<file path="src/pkg/ppm_pkg.sv">
package ppm_pkg;
    localparam int PORT_W = 8;
    localparam int DATA_W = 32;
    localparam int ADDR_W = 12;
    // register byte offsets
    localparam logic [ADDR_W-1:0] OFS_ANSEL_A = 12'h000;
    localparam logic [ADDR_W-1:0] OFS_LAT_A = 12'h004;
    localparam logic [ADDR_W-1:0] OFS_PIN_A = 12'h008;
    localparam logic [ADDR_W-1:0] OFS_SLEW = 12'h00C;
    localparam logic [ADDR_W-1:0] OFS_DIR_A = 12'h010;
    localparam logic [ADDR_W-1:0] OFS_DIR_B = 12'h014;
    localparam logic [ADDR_W-1:0] OFS_LAT_B = 12'h018;
    localparam logic [ADDR_W-1:0] OFS_PIN_B = 12'h01C;
    localparam logic [ADDR_W-1:0] OFS_ANSEL_B = 12'h020;
    localparam logic [ADDR_W-1:0] OFS_PKG = 12'h024;
    // implemented-bit masks
    localparam logic [PORT_W-1:0] ANSEL_A_MASK = 8'h2F;
    localparam logic [PORT_W-1:0] SLEW_MASK = 8'h1F;
    localparam logic [PORT_W-1:0] PKG_MASK = 8'h01;
    // reset values
    localparam logic [PORT_W-1:0] RST_ANSEL = 8'h2F;
    localparam logic [PORT_W-1:0] RST_ANSEL_B = 8'h3F;
    localparam logic [PORT_W-1:0] RST_DIR = 8'hFF;
    localparam logic [PORT_W-1:0] RST_ZERO = 8'h00;
    localparam logic [PORT_W-1:0] RST_SLEW = 8'h1F;
    // bit positions on port a and in the package register
    localparam int B4 = 4;
    localparam int B5 = 5;
    localparam int B6 = 6;
    localparam int B7 = 7;
    localparam int B_PKG_SMALL = 0;

    typedef struct packed {
        logic latch_true_out_en;
        logic latch_true_out;
        logic comparator1_result_out_en;
        logic comparator1_result_out;
        logic capture_compare5_out_en;
        logic capture_compare5_out;
        logic latch_inverted_out_en;
        logic latch_inverted_out;
        logic comparator2_result_out_en;
        logic comparator2_result_out;
        logic crystal_drive_out_en;
        logic crystal_drive_out;
        logic instruction_clock_out_en;
        logic instruction_clock_out;
        logic crystal_input_en;
    } ppm_periph_t;

    typedef struct packed {
        logic [PORT_W-1:0] out;
        logic [PORT_W-1:0] oe;
    } ppm_drive_t;
endpackage

</file>
<file path="src/verilog/ppm_port_mux.sv">
// Decided for this implementation: the placing of the registers and the APB interface to the registers.
`timescale 1ns/1ps
module ppm_port_mux #(
    parameter int SYNC_STAGES = 2
) (
    input wire logic clock,
    input wire logic resetn,
    input wire logic psel,
    input wire logic penable,
    input wire logic pwrite,
    input wire logic [ppm_pkg::ADDR_W-1:0] paddr,
    input wire logic [ppm_pkg::DATA_W-1:0] pwdata,
    output logic [ppm_pkg::DATA_W-1:0] prdata,
    output logic pready,
    output logic pslverr,
    input wire ppm_pkg::ppm_periph_t periph,
    input wire logic [ppm_pkg::PORT_W-1:0] pin_a_in,
    input wire logic [ppm_pkg::PORT_W-1:0] pin_b_in,
    output ppm_pkg::ppm_drive_t drive_a,
    output ppm_pkg::ppm_drive_t drive_b,
    output logic [ppm_pkg::PORT_W-1:0] analog_connect_a,
    output logic [ppm_pkg::PORT_W-1:0] analog_connect_b,
    output logic [ppm_pkg::PORT_W-1:0] slew_limit
);
    import ppm_pkg::*;

    logic [PORT_W-1:0] analog_select_a;
    logic [PORT_W-1:0] analog_select_b;
    logic [PORT_W-1:0] output_latch_a;
    logic [PORT_W-1:0] output_latch_b;
    logic [PORT_W-1:0] direction_a;
    logic [PORT_W-1:0] direction_b;
    logic [PORT_W-1:0] slew_rate_control;
    logic small_package;
    logic [PORT_W-1:0] sync_a [SYNC_STAGES];
    logic [PORT_W-1:0] sync_b [SYNC_STAGES];
    logic [PORT_W-1:0] pin_value_a;
    logic [PORT_W-1:0] pin_value_b;
    ppm_drive_t next_drive_a;
    ppm_drive_t next_drive_b;
    logic [DATA_W-1:0] next_prdata;
    logic next_err;
    logic wr;
    logic rd_setup;

    function automatic logic [DATA_W-1:0] zext(input logic [PORT_W-1:0] v);
        return {{(DATA_W-PORT_W){1'b0}}, v};
    endfunction

    function automatic logic hit(input logic [ADDR_W-1:0] a,
                                 input logic [ADDR_W-1:0] ofs);
        return a == ofs;
    endfunction

    assign wr = psel && penable && pwrite && pready;
    assign rd_setup = psel && !penable;

    // pin synchronisers
    always_ff @(posedge clock or negedge resetn) begin
        if (!resetn) begin
            for (int i = 0; i < SYNC_STAGES; i++) begin
                sync_a[i] <= RST_ZERO;
                sync_b[i] <= RST_ZERO;
            end
        end else begin
            sync_a[0] <= pin_a_in;
            sync_b[0] <= pin_b_in;
            for (int i = 1; i < SYNC_STAGES; i++) begin
                sync_a[i] <= sync_a[i-1];
                sync_b[i] <= sync_b[i-1];
            end
        end
    end

    // digital read path blanked on analog pins
    assign pin_value_a = sync_a[SYNC_STAGES-1] & ~analog_select_a;
    assign pin_value_b = sync_b[SYNC_STAGES-1] & ~analog_select_b;

    // register writes
    always_ff @(posedge clock or negedge resetn) begin
        if (!resetn) begin
            analog_select_a <= RST_ANSEL;
            analog_select_b <= RST_ANSEL_B;
            output_latch_a <= RST_ZERO;
            output_latch_b <= RST_ZERO;
            direction_a <= RST_DIR;
            direction_b <= RST_DIR;
            slew_rate_control <= RST_SLEW;
            small_package <= 1'b0;
        end else if (wr) begin
            if (hit(paddr, OFS_ANSEL_A)) begin
                analog_select_a <= pwdata[PORT_W-1:0] & ANSEL_A_MASK;
            end else if (hit(paddr, OFS_LAT_A) || hit(paddr, OFS_PIN_A)) begin
                output_latch_a <= pwdata[PORT_W-1:0];
            end else if (hit(paddr, OFS_SLEW)) begin
                slew_rate_control <= pwdata[PORT_W-1:0] & SLEW_MASK;
            end else if (hit(paddr, OFS_DIR_A)) begin
                direction_a <= pwdata[PORT_W-1:0];
            end else if (hit(paddr, OFS_DIR_B)) begin
                direction_b <= pwdata[PORT_W-1:0];
            end else if (hit(paddr, OFS_LAT_B) || hit(paddr, OFS_PIN_B)) begin
                output_latch_b <= pwdata[PORT_W-1:0];
            end else if (hit(paddr, OFS_ANSEL_B)) begin
                analog_select_b <= pwdata[PORT_W-1:0];
            end else if (hit(paddr, OFS_PKG)) begin
                small_package <= pwdata[B_PKG_SMALL];
            end
        end
    end

    // read decode
    always_comb begin
        next_prdata = '0;
        next_err = 1'b0;
        if (hit(paddr, OFS_ANSEL_A)) begin
            next_prdata = zext(analog_select_a);
        end else if (hit(paddr, OFS_LAT_A)) begin
            next_prdata = zext(output_latch_a);
        end else if (hit(paddr, OFS_PIN_A)) begin
            next_prdata = zext(pin_value_a);
        end else if (hit(paddr, OFS_SLEW)) begin
            next_prdata = zext(slew_rate_control);
        end else if (hit(paddr, OFS_DIR_A)) begin
            next_prdata = zext(direction_a);
        end else if (hit(paddr, OFS_DIR_B)) begin
            next_prdata = zext(direction_b);
        end else if (hit(paddr, OFS_LAT_B)) begin
            next_prdata = zext(output_latch_b);
        end else if (hit(paddr, OFS_PIN_B)) begin
            next_prdata = zext(pin_value_b);
        end else if (hit(paddr, OFS_ANSEL_B)) begin
            next_prdata = zext(analog_select_b);
        end else if (hit(paddr, OFS_PKG)) begin
            next_prdata = zext({7'h00, small_package} & PKG_MASK);
        end else begin
            next_err = 1'b1;
        end
    end

    // apb: no wait states, pready in the first access cycle, data captured at setup
    always_ff @(posedge clock or negedge resetn) begin
        if (!resetn) begin
            pready <= 1'b0;
            prdata <= '0;
            pslverr <= 1'b0;
        end else begin
            pready <= rd_setup;
            if (rd_setup) begin
                prdata <= pwrite ? '0 : next_prdata;
                pslverr <= next_err;
            end else begin
                pslverr <= 1'b0;
            end
        end
    end

    // port a priority arbitration, digital sources only
    always_comb begin
        next_drive_a.out = output_latch_a;
        next_drive_a.oe = ~direction_a;
        // bit 4: latch q, cmp1, capture 5 (small package only), latch
        if (periph.latch_true_out_en) begin
            next_drive_a.out[B4] = periph.latch_true_out;
            next_drive_a.oe[B4] = 1'b1;
        end else if (periph.comparator1_result_out_en) begin
            next_drive_a.out[B4] = periph.comparator1_result_out;
            next_drive_a.oe[B4] = 1'b1;
        end else if (small_package && periph.capture_compare5_out_en) begin
            next_drive_a.out[B4] = periph.capture_compare5_out;
            next_drive_a.oe[B4] = 1'b1;
        end
        // bit 5: latch nq, cmp2, latch
        if (periph.latch_inverted_out_en) begin
            next_drive_a.out[B5] = periph.latch_inverted_out;
            next_drive_a.oe[B5] = 1'b1;
        end else if (periph.comparator2_result_out_en) begin
            next_drive_a.out[B5] = periph.comparator2_result_out;
            next_drive_a.oe[B5] = 1'b1;
        end
        // bit 6: crystal drive, clock out, latch
        if (periph.crystal_drive_out_en) begin
            next_drive_a.out[B6] = periph.crystal_drive_out;
            next_drive_a.oe[B6] = 1'b1;
        end else if (periph.instruction_clock_out_en) begin
            next_drive_a.out[B6] = periph.instruction_clock_out;
            next_drive_a.oe[B6] = 1'b1;
        end
        // bit 7: oscillator input takes the pin, driver off
        if (periph.crystal_input_en) begin
            next_drive_a.out[B7] = 1'b0;
            next_drive_a.oe[B7] = 1'b0;
        end
    end

    // port b: latch and direction only
    always_comb begin
        next_drive_b.out = output_latch_b;
        next_drive_b.oe = ~direction_b;
    end

    // pin drivers registered; analog mode does not gate them
    always_ff @(posedge clock or negedge resetn) begin
        if (!resetn) begin
            drive_a <= '0;
            drive_b <= '0;
        end else begin
            drive_a <= next_drive_a;
            drive_b <= next_drive_b;
        end
    end

    always_ff @(posedge clock or negedge resetn) begin
        if (!resetn) begin
            analog_connect_a <= RST_ZERO;
            analog_connect_b <= RST_ZERO;
            slew_limit <= RST_ZERO;
        end else begin
            analog_connect_a <= analog_select_a;
            analog_connect_b <= analog_select_b;
            slew_limit <= slew_rate_control;
        end
    end

    property p_bit4_top;
        @(posedge clock) disable iff (!resetn)
        periph.latch_true_out_en |=> drive_a.oe[B4]
            && drive_a.out[B4] == $past(periph.latch_true_out);
    endproperty
    a_bit4_top: assert property (p_bit4_top)
        else $error("bit4 not owned by latch q");

    property p_bit4_cmp;
        @(posedge clock) disable iff (!resetn)
        !periph.latch_true_out_en && periph.comparator1_result_out_en
            |=> drive_a.out[B4] == $past(periph.comparator1_result_out);
    endproperty
    a_bit4_cmp: assert property (p_bit4_cmp)
        else $error("bit4 comparator priority wrong");

    property p_bit5;
        @(posedge clock) disable iff (!resetn)
        periph.latch_inverted_out_en
            |=> drive_a.out[B5] == $past(periph.latch_inverted_out);
    endproperty
    a_bit5: assert property (p_bit5)
        else $error("bit5 priority wrong");

    property p_low_latch;
        @(posedge clock) disable iff (!resetn)
        1'b1 |=> drive_a.out[3:0] == $past(output_latch_a[3:0])
            && drive_a.oe[3:0] == ~$past(direction_a[3:0]);
    endproperty
    a_low_latch: assert property (p_low_latch)
        else $error("port a low bits not from latch");

    property p_dir_b;
        @(posedge clock) disable iff (!resetn)
        1'b1 |=> drive_b.oe == ~$past(direction_b)
            && drive_b.out == $past(output_latch_b);
    endproperty
    a_dir_b: assert property (p_dir_b)
        else $error("port b driver mismatch");

    property p_analog;
        @(posedge clock) disable iff (!resetn)
        1'b1 |=> analog_connect_a == $past(analog_select_a);
    endproperty
    a_analog: assert property (p_analog)
        else $error("analog connect mismatch");

    property p_unimpl;
        @(posedge clock) disable iff (!resetn)
        1'b1 |-> (analog_select_a & ~ANSEL_A_MASK) == '0;
    endproperty
    a_unimpl: assert property (p_unimpl)
        else $error("unimplemented bit set");

    property p_ready;
        @(posedge clock) disable iff (!resetn)
        psel && !penable |=> pready ##1 !pready;
    endproperty
    a_ready: assert property (p_ready)
        else $error("apb ready timing wrong");

    property p_bit4_capture;
        @(posedge clock) disable iff (!resetn)
        !periph.latch_true_out_en && !periph.comparator1_result_out_en
            && periph.capture_compare5_out_en && small_package
            |=> drive_a.oe[B4]
            && drive_a.out[B4] == $past(periph.capture_compare5_out);
    endproperty
    a_bit4_capture: assert property (p_bit4_capture)
        else $error("bit4 capture output priority wrong");

    property p_bit5_cmp;
        @(posedge clock) disable iff (!resetn)
        !periph.latch_inverted_out_en && periph.comparator2_result_out_en
            |=> drive_a.oe[B5]
            && drive_a.out[B5] == $past(periph.comparator2_result_out);
    endproperty
    a_bit5_cmp: assert property (p_bit5_cmp)
        else $error("bit5 comparator priority wrong");

    property p_bit6_xtal;
        @(posedge clock) disable iff (!resetn)
        periph.crystal_drive_out_en |=> drive_a.oe[B6]
            && drive_a.out[B6] == $past(periph.crystal_drive_out);
    endproperty
    a_bit6_xtal: assert property (p_bit6_xtal)
        else $error("bit6 crystal drive priority wrong");

    property p_bit6_clk;
        @(posedge clock) disable iff (!resetn)
        !periph.crystal_drive_out_en && periph.instruction_clock_out_en
            |=> drive_a.oe[B6]
            && drive_a.out[B6] == $past(periph.instruction_clock_out);
    endproperty
    a_bit6_clk: assert property (p_bit6_clk)
        else $error("bit6 clock out priority wrong");

    property p_bit7;
        @(posedge clock) disable iff (!resetn)
        periph.crystal_input_en |=> !drive_a.oe[B7];
    endproperty
    a_bit7: assert property (p_bit7)
        else $error("bit7 driver not released for oscillator");

    property p_pin_write;
        @(posedge clock) disable iff (!resetn)
        psel && penable && pwrite && pready && paddr == OFS_PIN_A
            |=> output_latch_a == $past(pwdata[PORT_W-1:0]);
    endproperty
    a_pin_write: assert property (p_pin_write)
        else $error("pin register write missed the latch");

    property p_idle;
        @(posedge clock) disable iff (!resetn)
        !(periph.latch_true_out_en || periph.comparator1_result_out_en
            || periph.capture_compare5_out_en
            || periph.latch_inverted_out_en
            || periph.comparator2_result_out_en
            || periph.crystal_drive_out_en
            || periph.instruction_clock_out_en || periph.crystal_input_en)
            |=> drive_a.out == $past(output_latch_a)
            && drive_a.oe == ~$past(direction_a);
    endproperty
    a_idle: assert property (p_idle)
        else $error("idle port a not following latch");
endmodule

</file>
<file path="config.mk">
export PLATFORM = sky130hd
export DESIGN_NAME = ppm_port_mux
export DESIGN_NICKNAME = d
export VERILOG_FILES = /design/src/pkg/ppm_pkg.sv /design/src/verilog/ppm_port_mux.sv
export SDC_FILE = /design/constraint.sdc
export NUM_CORES = 1
export LEC_CHECK = 0
export ABC_AREA = 0
export ABC_CLOCK_PERIOD_IN_PS = 2200
export BUFFER_PORTS_ARGS = -buffer_cell sky130_fd_sc_hd__buf_2
export CORE_MARGIN = 1
export CORE_UTILIZATION = 50
export DETAILED_ROUTE_END_ITERATION = 8
export PLACE_DENSITY_LB_ADDON = 0.15
export SYNTH_ARGS = -nofsm -noshare
export SYNTH_HDL_FRONTEND = slang
export SYNTH_SLANG_ARGS = --single-unit
</file>
<file path="constraint.sdc">
create_clock -name clock -period 2.2 [get_ports clock]
set_input_delay 0.22 -clock clock [delete_from_list [all_inputs] [get_ports clock]]
set_output_delay 0.22 -clock clock [all_outputs]
set_load 0.02 [all_outputs]
</file>
After elaboration in Yosys (flattened, before gate mapping)
Index checks and enable logic that the tools add are counted.

Output and inout bits: 90. Register bits after elaboration: 167. Input port bits: 80. Word-level logic and storage cells: 99.

Reductions and logical operators: 17. Bitwise logic cells: 13. Eq/ne operators: 9. Muxes and demuxes: 38.

Operators with widths (count): $mux 8 (9); $eq 12x5->1 const B (4); $mux 32 (1); $mux 1 (28); $eq 12x4->1 const B (2); $eq 12x6->1 const B (2); $not 8->8 (3); $and 8x8->8 (2); $eq 12x3->1 const B (1); $logic_not 12->1 (1); $reduce_and 9->1 (1); $not 6->8 (1); $reduce_and 8->1 (1); $not 1->1 (7); $reduce_and 7->1 (1); $reduce_and 6->1 (1); $logic_and 1x1->1 (5); $reduce_and 5->1 (1); $reduce_and 4->1 (1); $reduce_and 3->1 (1); $logic_or 1x1->1 (2); $reduce_and 2->1 (1); $logic_not 1->1 (1).

Longest topological paths before layout
Word-level depth: 12. Mapped depth: 7. Depth with buffers taken out: 5.

Worst setup path after synthesis
No wires, ideal clock.

Kind: input to register. Start: in paddr[5] (netlist name). End: reg slew_rate_control[0]. Path slack: 0.298 ns. Library setup time: 0.082 ns. Stages: 6. Arrival time: 1.820 ns. Buffers on the path: 2. Cell sequence: buf_2 -> or4_1 -> nor2_1 -> and4_1 -> clkbuf_1 -> mux2_2.

Word-level cells in the longest chain between the ends: 4. Elaborated cells between the ends (all ways): 8. Classes of those cells: eq/ne (3); bitwise (2); reduce/logical (3).

RTL lines: start, declared (line ppm_port_mux.sv:11) `input wire logic [ppm_pkg::ADDR_W-1:0] paddr,`; $eq 12x3->1 or $eq 12x4->1 (tied branches) (line ppm_port_mux.sv:52) `return a == ofs;`; $logic_or 1x1->1 (line ppm_port_mux.sv:93) `end else if (hit(paddr, OFS_LAT_A) || hit(paddr, OFS_PIN_A)) begin`; $not 1->1 (no line); $reduce_and 4->1 (no line) *; end signal, assigned (line ppm_port_mux.sv:96) `slew_rate_control <= pwdata[PORT_W-1:0] & SLEW_MASK;`; end, declared (line ppm_port_mux.sv:33) `logic [PORT_W-1:0] slew_rate_control;`.

Mark *: on every way between the ends. The rest lies on a longest branch, timed or not. A chain may end at the register's enable or synchronous reset.

Final worst setup path
Start: reg pready. End: reg direction_b[4].

Word-level cells in the longest chain between the ends: 2.

RTL lines: start, declared (line ppm_port_mux.sv:14) `output logic pready,`; start signal, assigned (line ppm_port_mux.sv:147) `pready <= rd_setup;`; $logic_and 1x1->1 (line ppm_port_mux.sv:55) `assign wr = psel && penable && pwrite && pready;`; $reduce_and 6->1 (no line); end signal, assigned (line ppm_port_mux.sv:100) `direction_b <= pwdata[PORT_W-1:0];`; end, declared (line ppm_port_mux.sv:32) `logic [PORT_W-1:0] direction_b;`.

No other way between the ends.

==> metrics.md <==
| Metric | Value |
|---|---|
| Worst R2R End | direction_b[4]$_DFFE_PN1P_ |
| Status | finished, final reports clean |
| Vias | 4204 |
| RSZ-0062 raised after global routing | false |
| Grt total ovfl | 0 |
| Gate power share | 5.9% |
| Worst Path Max Fanout | 8 |
| Max Buffers Root-to-Sink | 2 |
| Worst-Margin Slew | 0.555 ns |
| Internal power | 0.00480 W |
| Clk Latency, worst-skew pair | 0.42 ns |
| Largest net degree at the start of global routing | 66 |
| Clk pin slew, worst setup/hold paths | 0.06 ns |
| Busiest grt layer | met2 |
| M2 GR Usage | 37.8% |
| Max Slew Vio Count | 0 |
| Die Footprint | 12100 µm² |
| Drt drc | 0 |
| Num rows | 39 |
| Final min period | 1.78 ns |
| Post-synthesis cell count | 464 |
| Final Skew | 0.00641 ns |
| Wirelength per Cell | 17.9 µm |
| Post-CTS Setup Bufs | 0 |
| Warnings from Yosys | 0 |
| Crit. Startpoint | pready$_DFF_PN0_ |
| Synth area leader | dfrtp_1 |
| CTS Buf Count | 17 |
| Synthesized cell area | 5830 µm² |
| Iteration-0 DRC Markers | 237 |
| Most common cell after layout, fill and taps aside | buf_2 |
| PD cells | 811 nW/µm² |
| Min-Delay Path Depth | 3 |
| Post-synth top area share | 47.6% |
| Root buffer cell | clkbuf_16 |
| CP required | 2.54 ns |
| CP endpoint kind | flip-flop |
| PortBufs | 115 |
| Switch Pwr | 0.00129 W |
| Io pins | 170 |
| Die Ht | 110 µm |
| DPL Wire Length | 9830 µm |
| CP Launch Type | flip-flop |
| Clock power share | 50.1% |
| Final hold violations | 0 |
| Worst hold path type | input port to flip-flop |
| Met1 usage | 33.7% |
| Yosys reg bits | 143 |
| Placed Instance Area | 6650 µm² |
| Initial antenna violation count | 0 |
| Synth top area cells | dfrtp_1, dfstp_2, mux2_2, buf_4, o21ai_0 |
| Layout Area Growth over Synthesis | 28.9% |
| Final worst-path cycle share | 80.8% |
| Post-route design area | 7520 µm² |
| Netlist cell types | 53 |
| Critical R2R Launch | pready$_DFF_PN0_ |
| Slew HR | 62.9% |
| Antenna viol nets, final | 0 |
| Die X | 110 µm |
| Sequential power share | 44.0% |
| Register area share after synthesis | 62.0% |
| Setup TNS | 0 ns |
| R2r setup slk | 0.42 ns |
| Area of the core | 11400 µm² |
| DRT Pass-1 Iters | 4 |
| Worst VDD drop | 0.000818 V |
| Fin nets | 713 |
| Met3 Use GR | 6.29% |
| Reg2Reg Depth | 4 |
| Global-route wire length before repair | 21200 µm |
| Vias per cell | 5.33 |
| Final setup violating endpoints | 0 |
| CP Class | flip-flop to flip-flop |
| Starting Density | 51.3% |
| Max cap viols | 0 |
| Sw Ratio | 21.2% |
| Mean post-synth cell area | 12.6 µm² |
| Share of cells above drive strength 1 | 42.3% |
| Worst hold endpoint | drive_a[5]$_DFF_PN0_ |
| FMAX | 562 MHz |
| Leakage | 3.50 nW |
| H-tree depth | 4 |
| Vias in the first global route | 3987 |
| CP arrival | 2.12 ns |
| Most frequent cells in the layout | buf_2, dfrtp_1, mux2_2 |
| Final Util | 66.1% |
| Clock sink total | 143 |
| Placer's final routability congestion estimate | 0.900 |
| Final Routed Wirelength | 14100 µm |
| Diodes inserted | 0 |
| Hold Startpoint | periph[6] |
| Tot GR Track Use | 24.7% |
| TritonCTS clock tree | built |
==> through the flow <==
step	instances	setup WS [ns]	power, W	hold WS [ns]
after detailed placement	734	0.0389	0.00305	0.197
after CTS	789	0.434	0.00615	0.000609
after global placement	734	0.0670	0.00304	0.190
after floorplan	493	0.298	0.00291	-0.0756
final	789	0.422	0.00610	0.0225
after global routing	789	0.358	0.00629	0.0164
==> cells in the mapped netlist, drive strengths merged <==
master and n:
mux2i 3, and4 3, or2 1, nand3 9, o221ai 4, o22ai 4, nand2 27, o31ai 3
buf 37, nand4 8, dfrtp 111, nand3b 2, a2111oi 1, a311oi 2, o31a 1, or3b 1
or4 3, o21bai 2, nor3b 3, clkbuf 9, nor4b 3, a41o 1, nor2b 8, o21ai 28
or4b 1, nor4 6, o211ai 5, a32oi 2, a211o 1, dfstp 32, a22oi 7, conb 1
and3 2, a21oi 20, inv 18, o21a 1, nand2b 5, a211oi 2, nor2 18, a32o 3
nor3 11, o2111ai 4, mux2 51
==> power by group through the flow <==
stage	Combinational, W	Clock (W)	Sequential, W
global route	0.000394	0.00321	0.00269
detailed placement	0.000323	0	0.00273
CTS	0.000356	0.00311	0.00268
floorplan	0.000177	0	0.00273
global placement	0.000316	0	0.00273
finish	0.000358	0.00305	0.00268
==> flip-flops by register name (all words and copies together) (netlist names) <==
name / count
drive_a: 16
drive_b: 16
sync_a: 16
sync_b: 16
analog_connect_b: 8
analog_select_b: 8
direction_a: 8
direction_b: 8
output_latch_a: 8
output_latch_b: 8
prdata: 8
analog_connect_a: 5
analog_select_a: 5
slew_limit: 5
slew_rate_control: 5
pready: 1
pslverr: 1
small_package: 1
==> worst max-delay path by stage <==
stage / to / slack, ns / cells past startpoint
2_1_floorplan: slew_rate_control[0]$_DFFE_PN1P_ / 0.30 / 6
3_3_place_gp: output_latch_a[2]$_DFFE_PN0P_ / 0.07 / 6
3_5_place_dp: output_latch_a[2]$_DFFE_PN0P_ / 0.04 / 6
4_1_cts: direction_b[4]$_DFFE_PN1P_ / 0.43 / 4
5_1_grt: direction_b[3]$_DFFE_PN1P_ / 0.36 / 4
6_report: direction_b[4]$_DFFE_PN1P_ / 0.42 / 4
==> repair_timing <==
item	CTS	global route
hold buffers	23	0
hold endpoints to repair	60	0
gates resized for setup	0	0
==> worst max-delay path, stage by stage (launching register included) <==
cell and delay (ns):
dfrtp_1 0.37, and4_1 0.25, and4_1 0.24, nand2_1 0.43, mux2_2 0.41
==> kinds of logic (layout without fill, tap and decap cells) <==
| kind of cell | count (synthesis) | after routing | synth area share (%) |
|---|---|---|---|
| flip-flops | 143 | 143 | 62.0 |
| AND/OR/NAND/NOR | 111 | 111 | 11.0 |
| AO/OA/AOI/OAI | 91 | 91 | 10.3 |
| buffers and inverters | 64 | 217 | 6.20 |
| multiplexers | 54 | 54 | 10.4 |
| other | 1 | 30 | 0.0643 |
==> per-layer routing <==
layer / vias up / part of all wire [%]
met2: 165 / 47
met1: 2063 / 45
met5: - / 0
met3: 24 / 6.7
met4: 0 / 1.6
li1: 1952 / -
==> cell type report <==
type | count | area, µm²
fill | 883 | 3850
multi-input combinational | 286 | 1970
sequential | 143 | 3620
clock inverter | 10 | 158
clock buffer | 22 | 484
tap | 143 | 179
inverter | 18 | 67.6
timing repair buffer | 167 | 1040
No activity file was read; power rests on OpenSTA's default activity.
